### src/dpc_pkg.sv
package dpc_pkg;

    // Register indices; the byte address is four times the index.
    localparam logic [5:0] IDX_COMMAND        = 6'h00;
    localparam logic [5:0] IDX_REMOTE_START   = 6'h08;
    localparam logic [5:0] IDX_REMOTE_COUNT   = 6'h0A;
    localparam logic [5:0] IDX_TRANSMIT_CFG   = 6'h0D;
    localparam logic [5:0] IDX_DATA_PATH_CFG  = 6'h0E;
    localparam logic [5:0] IDX_STATUS         = 6'h10;

    // Data path configuration fields.
    localparam int BIT_WORD_TRANSFER  = 0;
    localparam int BIT_BYTE_ORDER     = 1;
    localparam int BIT_LONG_ADDRESS   = 2;
    localparam int BIT_LOOP_SELECT    = 3;
    localparam int BIT_AUTO_REMOTE    = 4;
    localparam int BIT_FIFO_THR_LO    = 5;
    localparam int BIT_FIFO_THR_HI    = 6;
    localparam logic [6:0] DATA_PATH_CFG_RESET = 7'h04;

    // Transmit configuration loop mode field.
    localparam int BIT_LOOP_MODE_LO   = 1;
    localparam int BIT_LOOP_MODE_HI   = 2;
    localparam logic [1:0] LOOP_MODE_RESET = 2'h0;

    // Command and status fields.
    localparam int BIT_SEND_COMMAND   = 0;
    localparam int BIT_ST_REQUEST     = 0;
    localparam int BIT_ST_BURST       = 1;
    localparam int BIT_ST_SEND_REJECT = 2;
    localparam int BIT_ST_ORDER_ERROR = 3;
    localparam int POS_ST_BURST_LEN   = 4;
    localparam int POS_ST_RX_THR      = 8;
    localparam int POS_ST_TX_THR      = 16;
    localparam int POS_ST_LOOP_MODE   = 24;

    localparam logic [15:0] REMOTE_START_RESET = 16'h0000;
    localparam logic [15:0] REMOTE_COUNT_RESET = 16'h0000;

    // FIFO sizing in bytes.
    localparam logic [4:0] FIFO_BYTES     = 5'h10;
    localparam logic [4:0] TX_BASE_BYTES  = 5'h0D;

    typedef enum logic [1:0] {
        LOOP_NORMAL   = 2'b00,
        LOOP_INTERNAL = 2'b01,
        LOOP_ENCODER  = 2'b10,
        LOOP_EXTERNAL = 2'b11
    } dpc_loop_t;

    typedef enum logic [1:0] {
        ST_IDLE  = 2'b00,
        ST_REQ   = 2'b01,
        ST_BURST = 2'b10
    } dpc_state_t;

endpackage

### src/dpc_dma_config.sv
// How it works
// Transfer width bit: 0 byte-wide, 1 word-wide, for both DMA channels.
// Word mode reaches 32k words and holds the lowest address line low.
// Byte order 0 puts MS byte on upper lanes; 1 swaps the lanes.
// Byte order setting is ignored while transfers are byte-wide.
// Long address 1 drives the remote start address on address bits 16-31.
// Long address bit comes out of reset set.
// Loopback select 0 enables loopback, using the transmit loop mode bits.
// Auto-init bit 1 executes send command; 0 refuses it.
// Reversed-byte-order hosts never use send; they remove packets by program.
// Receive bus request at FIFO threshold 2, 4, 8 or 12 bytes.
// Transmit request threshold is thirteen bytes minus receive threshold.
// Burst length on the system bus follows the threshold setting.
// Host writes data path configuration before the remote byte count.
// Loop modes: normal, internal, encoder loop with loop pin, external.
// Bit 7 of data path configuration is unused and not stored.
`timescale 1ns/1ps
`default_nettype none
module dpc_dma_config
    import dpc_pkg::*;
(
    input  wire logic        core_clk,
    input  wire logic        rst,
    input  wire logic        hsel,
    input  wire logic [31:0] haddr,
    input  wire logic [1:0]  htrans,
    input  wire logic        hwrite,
    input  wire logic [2:0]  hsize,
    input  wire logic        hready,
    input  wire logic [31:0] hwdata,
    output logic      [31:0] hrdata,
    output logic             hreadyout,
    output logic             hresp,
    input  wire logic        rxActive,
    input  wire logic        txActive,
    input  wire logic [4:0]  fifoLevel,
    input  wire logic [7:0]  fifoMsByte,
    input  wire logic [7:0]  fifoLsByte,
    input  wire logic [15:0] dmaAddr,
    input  wire logic        busGrantPin,
    output logic             busRequest,
    output logic      [31:0] busAddr,
    output logic      [15:0] busData,
    output logic             wordMode,
    output logic             transferStrobe,
    output logic             burstDone,
    output logic      [1:0]  loopMode,
    output logic             loopPin,
    output logic             remoteAutoInit
);

    // Bus address phase capture.
    logic        wrPend_q;
    logic [5:0]  wrIdx_q;
    logic [31:0] rdData_q;

    // Programmed state.
    logic [6:0]  dataPathCfg_q;
    logic [1:0]  txLoopMode_q;
    logic [15:0] remoteStart_q;
    logic [15:0] remoteCount_q;
    logic        cfgWritten_q;
    logic        sendReject_q;
    logic        orderError_q;
    logic        autoInit_q;

    // Grant synchroniser and burst engine.
    logic        grantMeta_q;
    logic        grantSync_q;
    dpc_state_t  state_q;
    logic [3:0]  beatCount_q;
    logic        burstDone_q;
    logic [31:0] busAddr_q;
    logic [15:0] busData_q;

    // Derived configuration.
    logic        swapLanes;
    logic        longAddr;
    logic        autoRemote;
    logic [1:0]  thrCode;
    logic [4:0]  rxThrBytes;
    logic [4:0]  txThrBytes;
    logic [3:0]  burstLength;
    logic        rxWant;
    logic        txWant;
    logic [31:0] statusWord;
    logic        addrPhase;

    function automatic logic hit(input logic [5:0] idx,
                                 input logic [5:0] target);
        hit = (idx == target);
    endfunction

    assign hreadyout = 1'b1;
    assign hresp     = 1'b0;
    assign hrdata    = rdData_q;
    assign addrPhase = hsel && htrans[1] && hready;

    assign wordMode   = dataPathCfg_q[BIT_WORD_TRANSFER];
    assign swapLanes  = wordMode
                        && dataPathCfg_q[BIT_BYTE_ORDER];
    assign longAddr   = dataPathCfg_q[BIT_LONG_ADDRESS];
    assign autoRemote = dataPathCfg_q[BIT_AUTO_REMOTE];
    assign thrCode    = {dataPathCfg_q[BIT_FIFO_THR_HI],
                         dataPathCfg_q[BIT_FIFO_THR_LO]};

    dpc_fifo_threshold u_threshold (
        .thrCode     (thrCode),
        .wordMode    (wordMode),
        .rxThrBytes  (rxThrBytes),
        .txThrBytes  (txThrBytes),
        .burstLength (burstLength)
    );

    // Loopback only when selected; loop pin follows encoder loopback.
    always_comb begin
        if (!dataPathCfg_q[BIT_LOOP_SELECT]) begin
            loopMode = txLoopMode_q;
        end else begin
            loopMode = LOOP_NORMAL;
        end
        loopPin = (loopMode == LOOP_ENCODER);
    end

    assign rxWant = rxActive && (fifoLevel >= rxThrBytes);
    assign txWant = txActive && (fifoLevel <= txThrBytes);

    always_comb begin
        statusWord = 32'h0000_0000;
        statusWord[BIT_ST_REQUEST]     = busRequest;
        statusWord[BIT_ST_BURST]       = (state_q == ST_BURST);
        statusWord[BIT_ST_SEND_REJECT] = sendReject_q;
        statusWord[BIT_ST_ORDER_ERROR] = orderError_q;
        statusWord[POS_ST_BURST_LEN +: 4] = burstLength;
        statusWord[POS_ST_RX_THR +: 5]    = rxThrBytes;
        statusWord[POS_ST_TX_THR +: 5]    = txThrBytes;
        statusWord[POS_ST_LOOP_MODE +: 2] = loopMode;
    end

    // Address phase capture; writes complete in the data phase.
    always_ff @(posedge core_clk) begin
        if (rst) begin
            wrPend_q <= 1'b0;
            wrIdx_q  <= 6'h00;
        end else begin
            wrPend_q <= addrPhase && hwrite;
            if (addrPhase) begin
                wrIdx_q <= haddr[7:2];
            end
        end
    end

    // Read data is registered at the address phase edge.
    always_ff @(posedge core_clk) begin
        if (rst) begin
            rdData_q <= 32'h0000_0000;
        end else if (addrPhase && !hwrite) begin
            if (hit(haddr[7:2], IDX_STATUS) && haddr[31:8] == 24'h000000) begin
                rdData_q <= statusWord;
            end else if (hit(haddr[7:2], IDX_REMOTE_START)
                         && haddr[31:8] == 24'h000000) begin
                rdData_q <= {16'h0000, remoteStart_q};
            end else if (hit(haddr[7:2], IDX_REMOTE_COUNT)
                         && haddr[31:8] == 24'h000000) begin
                rdData_q <= {16'h0000, remoteCount_q};
            end else begin
                rdData_q <= 32'h0000_0000;
            end
        end
    end

    // Configuration registers; bit 7 is not stored.
    always_ff @(posedge core_clk) begin
        if (rst) begin
            dataPathCfg_q <= DATA_PATH_CFG_RESET;
            cfgWritten_q  <= 1'b0;
        end else if (wrPend_q && hit(wrIdx_q, IDX_DATA_PATH_CFG)) begin
            dataPathCfg_q <= hwdata[6:0];
            cfgWritten_q  <= 1'b1;
        end
    end

    always_ff @(posedge core_clk) begin
        if (rst) begin
            txLoopMode_q <= LOOP_MODE_RESET;
        end else if (wrPend_q && hit(wrIdx_q, IDX_TRANSMIT_CFG)) begin
            txLoopMode_q <= {hwdata[BIT_LOOP_MODE_HI],
                             hwdata[BIT_LOOP_MODE_LO]};
        end
    end

    always_ff @(posedge core_clk) begin
        if (rst) begin
            remoteStart_q <= REMOTE_START_RESET;
        end else if (wrPend_q && hit(wrIdx_q, IDX_REMOTE_START)) begin
            remoteStart_q <= hwdata[15:0];
        end
    end

    always_ff @(posedge core_clk) begin
        if (rst) begin
            remoteCount_q <= REMOTE_COUNT_RESET;
        end else if (wrPend_q && hit(wrIdx_q, IDX_REMOTE_COUNT)) begin
            remoteCount_q <= hwdata[15:0];
        end
    end

    // Count written before configuration is flagged; set wins over clear.
    always_ff @(posedge core_clk) begin
        if (rst) begin
            orderError_q <= 1'b0;
        end else if (wrPend_q && hit(wrIdx_q, IDX_REMOTE_COUNT)
                     && !cfgWritten_q) begin
            orderError_q <= 1'b1;
        end else if (wrPend_q && hit(wrIdx_q, IDX_STATUS)
                     && hwdata[BIT_ST_ORDER_ERROR]) begin
            orderError_q <= 1'b0;
        end
    end

    // Send command runs only with auto-init remote enabled.
    always_ff @(posedge core_clk) begin
        if (rst) begin
            autoInit_q   <= 1'b0;
            sendReject_q <= 1'b0;
        end else begin
            autoInit_q <= wrPend_q && hit(wrIdx_q, IDX_COMMAND)
                          && hwdata[BIT_SEND_COMMAND] && autoRemote;
            if (wrPend_q && hit(wrIdx_q, IDX_COMMAND)
                && hwdata[BIT_SEND_COMMAND] && !autoRemote) begin
                sendReject_q <= 1'b1;
            end else if (wrPend_q && hit(wrIdx_q, IDX_STATUS)
                         && hwdata[BIT_ST_SEND_REJECT]) begin
                sendReject_q <= 1'b0;
            end
        end
    end

    assign remoteAutoInit = autoInit_q;

    // Grant arrives from a pin.
    always_ff @(posedge core_clk) begin
        if (rst) begin
            grantMeta_q <= 1'b0;
            grantSync_q <= 1'b0;
        end else begin
            grantMeta_q <= busGrantPin;
            grantSync_q <= grantMeta_q;
        end
    end

    // Request, wait for grant, then run one burst.
    always_ff @(posedge core_clk) begin
        if (rst) begin
            state_q     <= ST_IDLE;
            beatCount_q <= 4'h0;
            burstDone_q <= 1'b0;
        end else begin
            burstDone_q <= 1'b0;
            case (state_q)
                ST_IDLE: begin
                    if (rxWant || txWant) begin
                        state_q <= ST_REQ;
                    end
                end
                ST_REQ: begin
                    beatCount_q <= 4'h0;
                    if (!rxActive && !txActive) begin
                        state_q <= ST_IDLE;
                    end else if (grantSync_q) begin
                        state_q <= ST_BURST;
                    end
                end
                ST_BURST: begin
                    beatCount_q <= beatCount_q + 4'h1;
                    if (beatCount_q == burstLength - 4'h1) begin
                        state_q     <= ST_IDLE;
                        burstDone_q <= 1'b1;
                    end
                end
                default: begin
                    state_q <= ST_IDLE;
                end
            endcase
        end
    end

    assign busRequest     = (state_q != ST_IDLE);
    assign transferStrobe = (state_q == ST_BURST);
    assign burstDone      = burstDone_q;

    // Address and data lanes are registered.
    always_ff @(posedge core_clk) begin
        if (rst) begin
            busAddr_q <= 32'h0000_0000;
        end else begin
            if (longAddr) begin
                busAddr_q[31:16] <= remoteStart_q;
            end else begin
                busAddr_q[31:16] <= 16'h0000;
            end
            if (wordMode) begin
                busAddr_q[15:0] <= {dmaAddr[15:1], 1'b0};
            end else begin
                busAddr_q[15:0] <= dmaAddr;
            end
        end
    end

    always_ff @(posedge core_clk) begin
        if (rst) begin
            busData_q <= 16'h0000;
        end else if (!wordMode) begin
            busData_q <= {8'h00, fifoLsByte};
        end else if (swapLanes) begin
            busData_q <= {fifoLsByte, fifoMsByte};
        end else begin
            busData_q <= {fifoMsByte, fifoLsByte};
        end
    end

    assign busAddr = busAddr_q;
    assign busData = busData_q;

endmodule
`default_nettype wire

### src/dpc_fifo_threshold.sv
`timescale 1ns/1ps
`default_nettype none
module dpc_fifo_threshold
    import dpc_pkg::*;
(
    input  wire logic [1:0] thrCode,
    input  wire logic       wordMode,
    output logic      [4:0] rxThrBytes,
    output logic      [4:0] txThrBytes,
    output logic      [3:0] burstLength
);

    // Bytes the FIFO must hold for a given code; equal in both widths.
    function automatic logic [4:0] codeBytes(input logic [1:0] code);
        case (code)
            2'b00:   codeBytes = 5'h02;
            2'b01:   codeBytes = 5'h04;
            2'b10:   codeBytes = 5'h08;
            2'b11:   codeBytes = 5'h0C;
            default: codeBytes = 5'h02;
        endcase
    endfunction

    logic [4:0] thrBytes;

    always_comb begin
        thrBytes   = codeBytes(thrCode);
        rxThrBytes = thrBytes;
        txThrBytes = TX_BASE_BYTES - thrBytes;
        // Burst counts transfers: words in word mode, bytes otherwise.
        if (wordMode) begin
            burstLength = thrBytes[4:1];
        end else begin
            burstLength = thrBytes[3:0];
        end
    end

endmodule
`default_nettype wire

### config.mk
export PLATFORM = sky130hd
export DESIGN_NAME = dpc_dma_config
export DESIGN_NICKNAME = d
export VERILOG_FILES = /design/src/dpc_pkg.sv /design/src/dpc_dma_config.sv /design/src/dpc_fifo_threshold.sv
export SDC_FILE = /design/constraint.sdc
export NUM_CORES = 1
export LEC_CHECK = 0
export BUFFER_PORTS_ARGS = -buffer_cell sky130_fd_sc_hd__buf_2
export CAP_MARGIN = 20
export CORE_MARGIN = 5
export CORE_UTILIZATION = 44
export DETAILED_ROUTE_END_ITERATION = 12
export PLACE_DENSITY = 0.76
export SLEW_MARGIN = 10
export SYNTH_ARGS = -nofsm -noshare
export SYNTH_HDL_FRONTEND = slang
export SYNTH_SLANG_ARGS = --single-unit
export TNS_END_PERCENT = 20
### constraint.sdc
create_clock -name core_clk -period 2.2 [get_ports core_clk]
set_clock_uncertainty 0.15 [all_clocks]
set_input_delay 0.66 -clock core_clk [delete_from_list [all_inputs] [get_ports core_clk]]
set_output_delay 0.66 -clock core_clk [all_outputs]
set_load 0.02 [all_outputs]
==> results.sh <==
export IMPL_place_gp_congestion=0.8507
export IMPL_finalWorstSetupSlack_ns=0.04545
export IMPL_grt_pass1_vias=4797
export IMPL_cts_buffers=17
export IMPL_critPathKind="flop to output port"
export IMPL_vias_per_cell=5.215
export IMPL_cap_viol_max_count=0
export IMPL_layout_common_cells="buf_2 (168), dfxtp_1 (130), nand2_1 (63)"
export IMPL_gr_total_overflow=0
export IMPL_diodes=0
export IMPL_row_count=40
export IMPL_dr_pass1_iters=5
export IMPL_fin_nets=893
export IMPL_critPathArrivalTime_ns=1.34
export IMPL_clk_path_buf_depth=2
export IMPL_nFillCells=1011
export IMPL_setup_worst_path_start_class="flop"
export IMPL_dp_cells=895
export IMPL_relSlewSlack_pct=35.51
export IMPL_required_ns=1.39
export IMPL_status="completed"
export IMPL_p_total_mw=6.012
export IMPL_powerDensity_nw_per_um2=850.8
export IMPL_synthFlopType="dfxtp_1"
export IMPL_drt_total_wl_um=14710
export IMPL_yosys_register_bits=132
export IMPL_setup_viol=0
export IMPL_leakage_nw=3.182
export IMPL_cp_top_family="flip-flops"
export IMPL_hold_buffers=0
export IMPL_synth_edf_count=0
export IMPL_synthSimpleGateAreaFrac_pct=23.22
export IMPL_crit_fanout=3
export IMPL_period_needed_ns=2.155
export IMPL_synth_cell_type_count=51
export IMPL_vias=4834
export IMPL_path_clk_slew_ns=0.06
export IMPL_yosysSeqAreaShare_pct=49.48
export IMPL_drive_gt1_share_pct=31.28
export IMPL_cpMaxStageDelayCell="dfxtp_1"
export IMPL_cp_num_buf_inv=3
export IMPL_avgRoutedWirePerCell_um=15.86
export IMPL_post_synth_top_area_fraction_pct=49.48
export IMPL_grt_pass1_wl_um=23360
export IMPL_setup_worst_path_end_class="output port"
export IMPL_first_iter_violations=261
export IMPL_synth_cells=584
export IMPL_final_common_cell="buf_2"
export IMPL_seqCellArea_um2=2645
export IMPL_hold_viol=0
export IMPL_cp_common_cell="inv_1"
export IMPL_regToRegSetupSlack_ns=0.18
export IMPL_finalNonFillerCells=927
export IMPL_cp_cell_sequence="inv_1, ha_1, inv_1, buf_4"
export IMPL_clock_fmax_mhz=464.1
export IMPL_synth_async_reset_ratio_pct=0
export IMPL_cts_max_level=4
export IMPL_drv_slew=0
export IMPL_io_pins=204
export IMPL_cts_tree="done"
export IMPL_multi_input_area_um2=2457
export IMPL_fin_hold_ws_ns=0.2948
export IMPL_cts_num_sinks=132
export IMPL_synthXorXnorAreaFrac_pct=0
export IMPL_critPathMaxStageDelay_ns=0.36
export IMPL_worst_pin_slew_ns=0.9637
export IMPL_avgSynthCellArea_um2=9.144
export IMPL_placed_area_um2=6415
export IMPL_hpwl_um=10900
export IMPL_synth_compound_area_share_pct=9.934
export IMPL_dp_worst_setup_slack_ns=-0.2603
export IMPL_fin_crit_sh_pct=97.93
export IMPL_synthTopCellsByArea="dfxtp_1 (49%), mux2i_1 (9.0%), nand2_1 (4.4%), nor2_1 (4.1%), a21oi_1 (3.9%)"
export IMPL_area_delta_synth_final_pct=32.33
export IMPL_design_area_um2=7067
export IMPL_die_h_um=120.2
export IMPL_dieArea_um2=14440
export IMPL_drc=0
export IMPL_yosys_area_top_type="dfxtp_1"
export IMPL_peakVddDrop_v=0.0005997
export IMPL_clk_insertion_delay_late_ns=0.41
export IMPL_synth_area_um2=5340
export IMPL_synth_top_family_by_area="simple AND/OR/NAND/NOR gates"
export IMPL_antenna_found_initial=0
export IMPL_drtAntennaViolNets=0
export IMPL_start_util_pct=44.64
export IMPL_synth_mux_area_share_pct=9.208
export IMPL_coreArea_um2=11960
export IMPL_cts_root_buf="clkbuf_16"
export IMPL_die_x_um=120.2
export IMPL_ys_warn_count=0
export IMPL_portBuffers=170
export IMPL_grt_max_degree=33
export IMPL_min_path_type="flop to flop"
export IMPL_grtUsageTotal_pct=20.29
export IMPL_synth_fa_ha_area_share_pct=2.812
export IMPL_rsz0062_at_grt="yes"
==> worst paths after layout <==
path / from / endpoint / cells after the start
hold / removal: hrdata[19] / hrdata[19] / 2
setup reg to reg: dataPathCfg_q[6] / state_q[1] / 8
setup / recovery: state_q[0] / busRequest / 4
hold reg to reg: hrdata[19] / hrdata[19] / 2
==> report_power, final <==
group	switching, mW	internal (mW)	total, mW
Clock	1.02	1.99	3.00
Sequential	0.0230	2.44	2.46
Combinational	0.325	0.226	0.551
==> registers in the layout (all words and copies together), names as in the netlist <==
| signal | flops |
|---|---|
| busAddr | 32 |
| hrdata | 23 |
| busData | 16 |
| remoteCount_q | 16 |
| remoteStart_q | 16 |
| dataPathCfg_q | 7 |
| wrIdx_q | 6 |
| beatCount_q | 4 |
| state_q | 2 |
| txLoopMode_q | 2 |
| burstDone | 1 |
| cfgWritten_q | 1 |
| grantMeta_q | 1 |
| grantSync_q | 1 |
| orderError_q | 1 |
| remoteAutoInit | 1 |
| sendReject_q | 1 |
| wrPend_q | 1 |
==> worst min-delay path: stages (launching register included) <==
cell and delay (ns):
dfxtp_1 0.30, nand2_1 0.05, a21oi_1 0.05
==> area by class of cell <==
cell class,count,share of cell area (%)
flip-flops and latches,132,37.43
well taps,147,2.603
clock buffers,20,6.604
multi-input cells,402,34.77
repair buffers,200,15.35
inverters,14,0.7436
clock inverters,12,2.496
==> per-stage QoR <==
stage	utilization, %	setup TNS (ns)
6_report	59.08	0
5_1_grt	59.08	-0.03832
4_1_cts	59.01	0
3_5_place_dp	53.63	-3.856
3_3_place_gp	53.63	-2.893
2_1_floorplan	-	0
==> what timing repair did <==
action,CTS,global route
resized for setup,0,4
setup buffers,0,0
endpoints found under the setup margin,0,4
==> kinds of logic (layout without fill, tap and decap cells) <==
kind of cell / after synthesis / after routing
AO/OA/AOI/OAI: 87 / 87
flip-flops: 132 / 132
AND/OR/NAND/NOR: 242 / 242
multiplexers: 49 / 49
other: 2 / 12
adder cells (fa/ha/maj): 12 / 12
buffers and inverters: 60 / 246
==> metal layers <==
metal / GRT usage (%) / share of wire, % / vias to the layer above
li1: - / - / 2329
met2: 34.18 / 50 / 201
met3: 5.749 / 7.2 / 23
met5: 0 / 0 / -
met4: 7.659 / 1.8 / 0
met1: 24.56 / 41 / 2281
==> cells in the mapped netlist, drive strengths merged (8+ instances only) <==
cell type  number
and2           21
inv            14
a22oi           8
ha             12
a21oi          42
nand2          63
dfxtp         132
buf            22
clkbuf         24
nand3          28
nor2           60
o21ai          13
nor2b          25
mux2i          48
nand2b         12
No activity file was read; power rests on OpenSTA's default activity.
